--- config.mk ---
export PLATFORM = sky130hd
export DESIGN_NAME = icsc_top
export DESIGN_NICKNAME = d
export VERILOG_FILES = /design/src/verilog/icsc_pkg.sv /design/src/verilog/icsc_sync_edge.sv /design/src/verilog/icsc_div.sv /design/src/verilog/icsc_top.sv
export VERILOG_INCLUDE_DIRS = /design/src /design/src/verilog
export SDC_FILE = /design/constraint.sdc
export NUM_CORES = 1
export LEC_CHECK = 0
export BUFFER_PORTS_ARGS = -buffer_cell sky130_fd_sc_hd__buf_2
export CAP_MARGIN = 10
export CORE_MARGIN = 8
export CORE_UTILIZATION = 50
export CTS_CLUSTER_SIZE = 14
export DETAILED_ROUTE_END_ITERATION = 10
export GPL_TIMING_DRIVEN = 0
export HOLD_SLACK_MARGIN = 0.02
export PLACE_DENSITY = 0.74
export SLEW_MARGIN = 20
export SYNTH_ARGS = -nofsm -noshare
export SYNTH_HDL_FRONTEND = slang
export SYNTH_SLANG_ARGS = --single-unit
--- constraint.sdc ---
create_clock -name clk_sys -period 5.5 [get_ports clk_sys]
set_input_delay 0.825 -clock clk_sys [delete_from_list [all_inputs] [get_ports clk_sys]]
set_output_delay 0.825 -clock clk_sys [all_outputs]
set_load 0.02 [all_outputs]
--- src/verilog/icsc_defs.svh ---
`ifndef ICSC_DEFS_SVH
`define ICSC_DEFS_SVH

// status register field positions
`define ICSC_EXT_FLAG 15
`define ICSC_EXT_IE 14
`define ICSC_MAINT 11
`define ICSC_MODE 8
`define ICSC_OVF_FLAG 7
`define ICSC_OVF_IE 6
`define ICSC_MODEL 4
`define ICSC_RATE_HI 3
`define ICSC_RATE_LO 1
`define ICSC_ENABLE 0
// bits that hold software state, and the status reset value
`define ICSC_RW_MASK 16'hc1cf
`define ICSC_STATUS_RST 16'h0000
`define ICSC_PRESET_RST 8'h00
// rate codes
`define ICSC_RATE_STOP 3'h0
`define ICSC_RATE_1M 3'h1
`define ICSC_RATE_100 3'h5
`define ICSC_RATE_EXT 3'h6
`define ICSC_RATE_AUX 3'h7
// timing
`define ICSC_CLK_HZ 40000000
`define ICSC_BASE_HZ 1000000
`define ICSC_PRESCALE (`ICSC_CLK_HZ / `ICSC_BASE_HZ)
`define ICSC_DECADE 10
`endif

--- src/verilog/icsc_pkg.sv ---
package icsc_pkg;
  // processor write to the status word
  typedef struct packed {
    logic en;
    logic [1:0] be;
    logic [15:0] data;
  } icsc_status_wr_t;
  // processor write to the buffer/preset register
  typedef struct packed {
    logic en;
    logic [7:0] data;
  } icsc_preset_wr_t;
endpackage

--- src/verilog/icsc_sync_edge.sv ---
`timescale 1ns/100ps
module icsc_sync_edge (
  // clock and reset
  input wire logic clk_sys,
  input wire logic rst,
  // asynchronous level in
  input wire logic async_in,
  // synchronised edges
  output logic fall,
  output logic rise
);
  logic meta;
  logic sync;
  logic last;

  // two-stage synchroniser; only the second stage is looked at
  always_ff @(posedge clk_sys) begin
    if (rst) begin
      meta <= 1'b1;
      sync <= 1'b1;
      last <= 1'b1;
    end else begin
      meta <= async_in;
      sync <= meta;
      last <= sync;
    end
  end

  // one pulse per edge
  assign fall = last & ~sync;
  assign rise = ~last & sync;
endmodule

--- src/verilog/icsc_div.sv ---
`timescale 1ns/100ps
module icsc_div #(
  parameter int DIV = 10
) (
  // clock and reset
  input wire logic clk_sys,
  input wire logic rst,
  // slow-rate enables
  input wire logic tick_in,
  output logic tick_out
);
  localparam int W = $clog2(DIV);
  logic [W-1:0] cnt;

  if (DIV < 2) begin : g_chk
    $error("icsc_div needs DIV of at least 2");
  end

  // count input ticks, wrap at DIV
  always_ff @(posedge clk_sys) begin
    if (rst) begin
      cnt <= '0;
    end else if (tick_in) begin
      cnt <= tick_out ? '0 : cnt + 1'b1;
    end
  end

  // same-cycle carry keeps the chain free of added lag
  assign tick_out = tick_in && (cnt == W'(DIV - 1));
endmodule

--- src/verilog/icsc_top.sv ---
`timescale 1ns/100ps
`include "icsc_defs.svh"
module icsc_top import icsc_pkg::*; #(
  parameter int PRESCALE = `ICSC_PRESCALE,
  parameter int DECADE = `ICSC_DECADE,
  parameter logic MODEL_ID = 1'b0
) (
  // clock and reset
  input wire logic clk_sys,
  input wire logic rst,
  // processor writes
  input wire icsc_status_wr_t status_wr,
  input wire icsc_preset_wr_t preset_wr,
  // pins
  input wire logic external_event_in_n,
  input wire logic aux_rate_pin,
  // processor reads and request
  output logic [15:0] status_rd,
  output logic [7:0] preset_rd,
  output logic [7:0] counter_rd,
  output logic irq
);
  // MODEL_ID: value arbitrary, tells this variant from its sibling

  // status register state
  logic ext_flag;
  logic ext_ie;
  logic mode;
  logic ovf_flag;
  logic ovf_ie;
  logic [2:0] rate;
  logic enable;
  logic maint_pulse;
  // counting state
  logic [7:0] counter;
  logic [7:0] preset;

  // time base and edges
  logic ext_fall;
  logic aux_rise;
  logic tick_pre;
  logic base;
  logic [4:0] dec;
  logic rate_tick;
  logic step;
  logic ovf;
  logic internal_rate;
  logic [15:0] next_status_rd;

  // byte lane strobes
  logic wr_lo;
  logic wr_hi;
  assign wr_lo = status_wr.en & status_wr.be[0];
  assign wr_hi = status_wr.en & status_wr.be[1];

  if (PRESCALE < 2 || DECADE < 2) begin : g_chk
    $error("icsc_top divide ratios must be at least 2");
  end

  icsc_sync_edge u_ext (
    .clk_sys(clk_sys),
    .rst(rst),
    .async_in(external_event_in_n),
    .fall(ext_fall),
    .rise()
  );

  icsc_sync_edge u_aux (
    .clk_sys(clk_sys),
    .rst(rst),
    .async_in(aux_rate_pin),
    .fall(),
    .rise(aux_rise)
  );

  // crystal prescaler to the 1 MHz base
  icsc_div #(.DIV(PRESCALE)) u_pre (
    .clk_sys(clk_sys),
    .rst(rst),
    .tick_in(1'b1),
    .tick_out(tick_pre)
  );

  // maintenance pulse replaces the base while stopped
  assign base = enable ? tick_pre : maint_pulse;
  assign dec[0] = base;

  // decade chain 100 kHz down to 100 Hz
  for (genvar i = 0; i < 4; i++) begin : g_dec
    icsc_div #(.DIV(DECADE)) u_dec (
      .clk_sys(clk_sys),
      .rst(rst),
      .tick_in(dec[i]),
      .tick_out(dec[i+1])
    );
  end

  always_comb begin
    rate_tick = 1'b0;
    internal_rate = 1'b0;
    unique case (rate)
      `ICSC_RATE_STOP: begin
        rate_tick = 1'b0;
      end
      `ICSC_RATE_EXT: begin
        rate_tick = 1'b0;
      end
      `ICSC_RATE_AUX: begin
        rate_tick = 1'b0;
      end
      default: begin
        internal_rate = 1'b1;
        rate_tick = dec[rate - `ICSC_RATE_1M];
      end
    endcase
  end

  always_comb begin
    if (rate == `ICSC_RATE_EXT) begin
      step = ext_fall;
    end else if (rate == `ICSC_RATE_AUX) begin
      step = enable & aux_rise;
    end else begin
      step = rate_tick;
    end
  end

  // overflow on wrap from all ones
  assign ovf = step && (counter == 8'hff);

  // maintenance bit is a one-cycle strobe, never stored
  always_ff @(posedge clk_sys) begin
    if (rst) begin
      maint_pulse <= 1'b0;
    end else begin
      // injection only while stopped at an internal rate, 1 MHz to 100 Hz
      maint_pulse <= wr_hi & status_wr.data[`ICSC_MAINT] & ~enable
                     & (rate >= `ICSC_RATE_1M && rate <= `ICSC_RATE_100);
    end
  end

  // external flag; hardware set wins over write
  always_ff @(posedge clk_sys) begin
    if (rst) begin
      ext_flag <= 1'b0;
    end else if (ext_fall) begin
      ext_flag <= 1'b1;
    end else if (wr_hi) begin
      ext_flag <= status_wr.data[`ICSC_EXT_FLAG];
    end
  end

  // overflow flag; hardware set wins over write
  always_ff @(posedge clk_sys) begin
    if (rst) begin
      ovf_flag <= 1'b0;
    end else if (ovf) begin
      ovf_flag <= 1'b1;
    end else if (wr_lo) begin
      ovf_flag <= status_wr.data[`ICSC_OVF_FLAG];
    end
  end

  always_ff @(posedge clk_sys) begin
    if (rst) begin
      ext_ie <= 1'b0;
      mode <= 1'b0;
    end else if (wr_hi) begin
      ext_ie <= status_wr.data[`ICSC_EXT_IE];
      mode <= status_wr.data[`ICSC_MODE];
    end
  end

  always_ff @(posedge clk_sys) begin
    if (rst) begin
      ovf_ie <= 1'b0;
      rate <= `ICSC_RATE_STOP;
    end else if (wr_lo) begin
      ovf_ie <= status_wr.data[`ICSC_OVF_IE];
      rate <= status_wr.data[`ICSC_RATE_HI:`ICSC_RATE_LO];
    end
  end

  // enable drops on crystal single-interval overflow, over a write
  always_ff @(posedge clk_sys) begin
    if (rst) begin
      enable <= 1'b0;
    end else if (ovf && !mode && internal_rate) begin
      enable <= 1'b0;
    end else if (wr_lo) begin
      enable <= status_wr.data[`ICSC_ENABLE];
    end
  end

  // buffer/preset register
  always_ff @(posedge clk_sys) begin
    if (rst) begin
      preset <= `ICSC_PRESET_RST;
    end else if (preset_wr.en) begin
      preset <= preset_wr.data;
    end
  end

  // counter: preload while stopped, else count and reload
  always_ff @(posedge clk_sys) begin
    if (rst) begin
      counter <= `ICSC_PRESET_RST;
    end else if (preset_wr.en && !enable) begin
      counter <= preset_wr.data;
    end else if (ovf && (mode || !internal_rate)) begin
      counter <= preset;
    end else if (step) begin
      // one step per tick; running preset write ignored
      counter <= counter + 8'h01;
    end
  end

  // read image; unused and write-only read zero
  always_comb begin
    next_status_rd = 16'h0000;
    next_status_rd[`ICSC_EXT_FLAG] = ext_flag;
    next_status_rd[`ICSC_EXT_IE] = ext_ie;
    next_status_rd[`ICSC_MODE] = mode;
    next_status_rd[`ICSC_OVF_FLAG] = ovf_flag;
    next_status_rd[`ICSC_OVF_IE] = ovf_ie;
    next_status_rd[`ICSC_MODEL] = MODEL_ID;
    next_status_rd[`ICSC_RATE_HI:`ICSC_RATE_LO] = rate;
    next_status_rd[`ICSC_ENABLE] = enable;
  end

  // reads have no side effect; outputs are plain registered copies
  always_ff @(posedge clk_sys) begin
    if (rst) begin
      status_rd <= `ICSC_STATUS_RST;
      preset_rd <= `ICSC_PRESET_RST;
      counter_rd <= `ICSC_PRESET_RST;
    end else begin
      status_rd <= next_status_rd;
      preset_rd <= preset;
      counter_rd <= counter;
    end
  end

  // level request held while a flag and its interrupt enable stay set
  always_ff @(posedge clk_sys) begin
    if (rst) begin
      irq <= 1'b0;
    end else begin
      irq <= (ext_flag & ext_ie) | (ovf_flag & ovf_ie);
    end
  end
endmodule

==> run_results.csv, run 1 <==
group,metric,value,unit
worst_setup_path,cpMostUsedCell,"nand2_1",
cts,clock_latency,0.35,ns
drt,postRouteAntennaNets,0,
cts,cts_tree,"yes",
grt,use_met1,16.4,%
worst_setup_path,end_kind,"flip-flop",
timing,hold_violations,0,
logic_synthesis,yosys_warnings,0,
timing,slew_headroom,51.3,%
drt,wl,7.61,mm
logic_synthesis,synth_top_family_by_area,"simple AND/OR/NAND/NOR gates",
die,core_region_area,6760,um2
cts,root_buffer,"clkbuf_8",
power,p_leak,1.74,nW
logic_synthesis,synth_compound_area_share,10.5,%
logic_synthesis,synth_seq_cells,80,
timing,rsz0062_at_grt,"false",
logic_synthesis,async_flop_share,0,%
logic_synthesis,synth_area,3480,um2
cts,clk_path_buf_depth,2,
grt,grt_max_degree,14,
layout,diodes,0,
power,ir_drop,0.183,mV
drt,vias,2840,
worst_setup_path,cp_max_fo,8,
worst_setup_path,crit_family,"simple AND/OR/NAND/NOR gates",
logic_synthesis,synth-xor-area-share,3.27,%
logic_synthesis,synthCells,382,
drt,vias_per_cell,5.34,
timing,min_period,2.32,ns
power,powerDensity,301,nW/um2
timing,fmax,0.431,GHz
layout,area_delta_synth_final,17.2,%
cts,cts-hold-fix-buffers,0,
cts,ctsResizeCount,0,
cts,clock-sinks,80,
logic_synthesis,synth_edf_count,0,
layout,stdcell_count,532,
placement,dp_hpwl,5.55,mm
logic_synthesis,synth_top_cell_by_area,"dfxtp_1",
grt,gr-max-usage-layer,"met2",
cts,cts_max_level,3,
layout,drive_gt1_share,21.0,%
grt,grt_usage,15.5,%
die,die_x,99.5,um
grt,grt_use_met2,27.9,%
worst_setup_path,cp_cell_sequence,"ha_1 > nand2_1 > nor3_1 > nand2_1 > mux2_2 > o21ai_0 > a311oi_1",
grt,met3_usage,5.10,%
timing,finalSetupTns,0,ns
logic_synthesis,avgSynthCellArea,9.12,um2
logic_synthesis,synthTopCellsByCount,"dfxtp_1 (80), nor2_1 (40), nand2_1 (28)",
logic_synthesis,yosysMostFrequentCell,"dfxtp_1",
placement,io_buffers,49,
drt,drc,0,
timing,period_share,42.2,%
die,std_cell_rows,30,
placement,gp_congestion,0.864,
layout,nNetsFinal,495,
grt,grt_pass1_wl,12.4,mm
cts,path_clk_slew,0.08,ns
drt,first_pass_iters,4,
placement,dpl-instance-area,3850,um2
grt,grt.overflow.total,0,
drt,drt_iter0_drc,131,
timing,skew,0.00843,ns
timing,slew_violations,0,
logic_synthesis,synthMuxAreaShare,4.74,%
placement,placed_cells,517,
worst_setup_path,critPathLaunchType,"flip-flop",
grt,antenna_found_initial,0,
drt,wl_per_cell,14.3,um
layout,post-route-cell-area,4080,um2
logic_synthesis,synth.distinct_cells,51,
worst_setup_path,crit_slowest_cell,"dfxtp_1",
worst_setup_path,path_class,"flip-flop to flip-flop",
logic_synthesis,synthFlopType,"dfxtp_1",
worst_setup_path,critPathArrivalTime,2.58,ns
run,maxCapViolations,0,
die,ioPinCount,65,
worst_setup_path,slowest_delay,0.48,ns
logic_synthesis,synthAdderAreaFrac,5.39,%
cts,cts_setup_buffers,0,
worst_setup_path,cp.required,5.75,ns
die,die_area,9890,um2
run_status,status,"finished, final reports clean",
logic_synthesis,synth_top_area_share,46.0,%
timing,tightest_slew,0.730,ns
grt,first_global_vias,2761,
cts,numCtsBuffers,9,
worst_hold_path,min_path_type,"flip-flop to flip-flop",
logic_synthesis,synth-simple-area-share,25.4,%
die,start_util,51.6,%
die,die_y,99.5,um
logic_synthesis,seq_area_frac_synth,46.0,%
logic_synthesis,synth.area.top_cells,"dfxtp_1 (46%), ha_1 (5.4%), nor2b_1 (4.5%)",
worst_setup_path,cp_num_buf_inv,0,
timing,setup_viol,0,
where the power goes:
| group | switching [mW] | internal [mW] | leakage [nW] |
|---|---|---|---|
| registers | 0.0150 | 0.601 | 0.653 |
| logic | 0.0642 | 0.0451 | 0.971 |
| clock network | 0.204 | 0.298 | 0.119 |
worst register-to-register path: cells and delay by family (launching register included):
kind / cells / cell delay, ns
AOI/OAI and AO/OA: 2 / 0.38
and+or+nand+nor: 3 / 0.79
muxes: 1 / 0.29
adders and majority gates: 1 / 0.28
DFF: 1 / 0.48
kinds of logic (layout without fill, tap and decap cells):
family                   count (synthesis)  in the layout
multiplexers                            16             16
AO/OA/AOI/OAI                           57             57
AND/OR/NAND/NOR                        167            167
other                                    1              7
adder cells (fa/ha/maj)                 15             15
flip-flops                              80             80
XOR/XNOR                                13             13
buffers and inverters                   33             97
cells in the final DEF (no fill, tap or decap), types with 6 or more instances in the layout:
cell type / synthesis / layout
or3_1: 7 / 7
o21ai_0: 10 / 10
buf_2: 3 / 52
xor2_1: 7 / 7
nor3_1: 9 / 9
a21oi_1: 20 / 20
clkbuf_8: 0 / 9
clkbuf_1: 9 / 9
dfxtp_1: 80 / 80
nor2_1: 40 / 40
o211ai_1: 8 / 8
inv_1: 10 / 10
mux2i_1: 12 / 12
nand2_1: 28 / 28
nor2b_1: 25 / 25
xnor2_1: 6 / 6
nand3_1: 24 / 24
or2_2: 6 / 6
ha_1: 15 / 15
buf_4: 7 / 7
conb_1: 1 / 7
worst paths after layout:
kind,startpoint,to,slack [ns],cells past startpoint
hold reg to reg,u_aux.meta$_SDFF_PP1_,u_aux.sync$_SDFF_PP1_,0.42,1
hold / removal,u_aux.meta$_SDFF_PP1_,u_aux.sync$_SDFF_PP1_,0.42,1
setup / recovery,counter[0]$_SDFFE_PP0P_,counter[5]$_SDFFE_PP0P_,3.18,7
setup reg to reg,counter[0]$_SDFFE_PP0P_,counter[5]$_SDFFE_PP0P_,3.18,7
per-layer routing:
metal / share of wire, % / up-vias
li1: - / 1434
met1: 43 / 1327
met2: 50 / 69
met3: 5.4 / 10
met4: 1.1 / 0
met5: 0 / -
through the flow:
stage	power, mW	util, %	worst slack (ns)	hold WS (ns)
2_1_floorplan	0.702	-	3.47	0.389
3_3_place_gp	0.736	57.0	3.09	0.395
3_5_place_dp	0.738	57.0	3.06	0.399
4_1_cts	1.23	60.4	3.15	0.420
5_1_grt	1.27	60.4	2.95	0.424
6_report	1.23	60.4	3.18	0.420
area by class of cell:
class / instances / area, um2
Tap cell: 80 / 100
Clock inverter: 6 / 109
Fill cell: 576 / 2670
Inverter: 10 / 37.5
Multi-Input combinational cell: 275 / 1740
Clock buffer: 9 / 124
Buffer: 23 / 125
Sequential cell: 80 / 1600
Timing Repair Buffer: 49 / 245
sequential cells by signal (all words and copies together), names as in the netlist, 3 cells and up:
name             cells
u_pre.cnt            6
counter              8
g_dec.u_dec.cnt     16
status_rd            9
preset_rd            8
preset               8
counter_rd           8
rate                 3
No activity file was read; power rests on OpenSTA's default activity.
==> run 2: changes to the inputs <==
==> constraint.sdc (replaced) <==
create_clock -name clk_sys -period 2.2 [get_ports clk_sys]
set_input_delay 0.33 -clock clk_sys [delete_from_list [all_inputs] [get_ports clk_sys]]
set_output_delay 0.33 -clock clk_sys [all_outputs]
set_load 0.02 [all_outputs]
==> run 2 against run 1 <==
Clock power grew 150%. Cell count grew 1.5%. Die area is the same. Clock-buffer cell count is the same. Sequential share of layout area shrank 0.92 points. Non-clock buffer count grew 8. Via count grew 0.60%. Global-route usage grew 0.15 points. Largest power group unchanged.
==> run_results.csv, run 2 (synthesis gave the netlist of run 1 again) <==
group,metric,value,unit
worst_setup_path,critPathArrivalTime,2.35,ns
die,std_cell_rows,30,
layout,largest_reg_flops,16,
grt,grt_max_degree,14,
timing,tightest_slew,0.736,ns
layout,diodes,0,
layout,fill_cells,563,
placement,dp_hpwl,5.55,mm
die,ioPinCount,65,
drt,vias,2857,
drt,first_pass_iters,4,
worst_hold_path,min_path_type,"primary input to flip-flop",
drt,wl_per_cell,14.3,um
cts,root_buffer,"clkbuf_8",
cts,cts_tree,"yes",
worst_setup_path,r2r-start,"counter[0]$_SDFFE_PP0P_",
timing,period_share,95.2,%
worst_setup_path,timing.rr.end,"counter[5]$_SDFFE_PP0P_",
layout,drive_gt1_share,24.1,%
timing,slew_headroom,51.0,%
die,start_util,51.6,%
placement,io_buffers,49,
timing,skew,0.00990,ns
die,die_area,9890,um2
cts,cts_max_level,3,
grt,grt_pass1_wl,12.5,mm
worst_setup_path,end_kind,"flip-flop",
layout,area_delta_synth_final,20.3,%
worst_setup_path,crit_family,"simple AND/OR/NAND/NOR gates",
cts,clk_path_buf_depth,2,
grt,grt.overflow.total,0,
layout,reg_top3,"g_dec.u_dec.cnt: 16 flops, status_rd: 9 flops",
worst_setup_path,critPathLaunchType,"flip-flop",
layout,mostFrequentLayoutCell,"dfxtp_1",
die,core_region_area,6760,um2
power,powerDensity,734,nW/um2
die,die_y,99.5,um
placement,gp_congestion,0.864,
die,die_x,99.5,um
worst_setup_path,reg2reg_depth,7,
cts,numCtsBuffers,9,
timing,finalHoldWorstSlack,0.160,ns
worst_setup_path,r2r_slack,0.10,ns
power,finalPower,3.08,mW
power,ir_drop,0.457,mV
run_status,status,"finished, final reports clean",
worst_setup_path,cp_max_fo,8,
power,p_leak,1.79,nW
run,maxCapViolations,0,
worst_setup_path,cp.required,2.45,ns
worst_hold_path,holdCritStartpoint,"external_event_in_n",
grt,grt_usage,15.6,%
grt,first_global_vias,2775,
timing,setup_viol,0,
drt,drc,0,
timing,fmax,0.477,GHz
drt,postRouteAntennaNets,0,
drt,wl,7.71,mm
timing,min_period,2.10,ns
worst_hold_path,worstHoldEndpoint,"u_ext.meta$_SDFF_PP1_",
worst_setup_path,crit_slowest_cell,"dfxtp_1",
drt,drt_iter0_drc,131,
worst_setup_path,cp_num_buf_inv,0,
layout,final_cell_mix,"dfxtp_1 (77), buf_2 (52), nor2_1 (39)",
worst_hold_path,whs_path_depth,2,
layout,nNetsFinal,503,
drt,vias_per_cell,5.29,
worst_setup_path,cp_cell_sequence,"ha_1 > nand2_1 > nor3_2 > nand2_2 > mux2_2 > o21ai_0 > a311oi_1",
cts,path_clk_slew,0.08,ns
grt,antenna_found_initial,0,
cts,clock-sinks,80,
timing,hold_violations,0,
layout,top_register,"g_dec.u_dec.cnt",
worst_setup_path,path_class,"flip-flop to flip-flop",
worst_setup_path,slowest_delay,0.49,ns
cts,clock_latency,0.35,ns
timing,slew_violations,0,
[run 2: worst max path at each step]
stage | end | startpoint | depth (start not counted)
floorplan | counter[0]$_SDFFE_PP0P_ | rate[0]$_SDFFE_PP0P_ | 7
CTS | counter[5]$_SDFFE_PP0P_ | rate[0]$_SDFFE_PP0P_ | 8
finish | counter[5]$_SDFFE_PP0P_ | counter[0]$_SDFFE_PP0P_ | 7
global route | counter[3]$_SDFFE_PP0P_ | u_pre.cnt[0]$_SDFF_PP0_ | 8
global placement | counter[3]$_SDFFE_PP0P_ | u_pre.cnt[0]$_SDFF_PP0_ | 7
detailed placement | counter[5]$_SDFFE_PP0P_ | u_pre.cnt[0]$_SDFF_PP0_ | 7
[run 2: per-stage QoR]
stage               util [%]  TNS [ns]  setup slack [ns]  cell area, um2  instances
global placement        57.0   -0.0189           -0.0189            3850        517
floorplan                  -         0             0.288            3510        388
global route            62.0   -0.0145           -0.0112            4190        540
finish                  62.0         0             0.105            4190        540
CTS                     61.2         0           0.00249            4130        536
detailed placement      57.0    -0.266            -0.112            3850        517
[run 2: final cells by class]
class	instances	area (um2)	share of cell area (%)
buffer	23	125	2.99
clock buffer	9	124	2.96
clock inverter	6	109	2.60
inverter	10	37.5	0.896
multi-input combinational	275	1770	42.3
sequential	80	1610	38.3
tap	80	100	2.39
timing repair buffer	57	318	7.58
[run 2: metal layers]
metal | vias to the layer above | track usage, % | wire (um)
met4 | 0 | 5.24 | 119
met5 | - | 0 | 0
met1 | 1331 | 16.6 | 3220
met3 | 11 | 5.10 | 458
met2 | 66 | 28.2 | 3920
li1 | 1449 | - | -
[run 2: worst reg2reg max path: stages, from the launching register on]
cell      delay [ns]
dfxtp_1         0.49
ha_1            0.29
nand2_1         0.11
nor3_2          0.28
nand2_2         0.19
mux2_2          0.26
o21ai_0         0.07
a311oi_1        0.30
[run 2: timing repair]
item                       CTS  global route
gates resized for setup      3             7
buffers inserted             4             4
setup endpoints to repair    9            10
hold buffers                 0             0
hold endpoints to repair     0             0
pin swaps                    2             5
[run 2: report_power, final]
| group | internal, mW | switching (mW) |
|---|---|---|
| Clock | 0.745 | 0.510 |
| Combinational | 0.116 | 0.164 |
| Sequential | 1.50 | 0.0379 |
| Total | 2.36 | 0.712 |
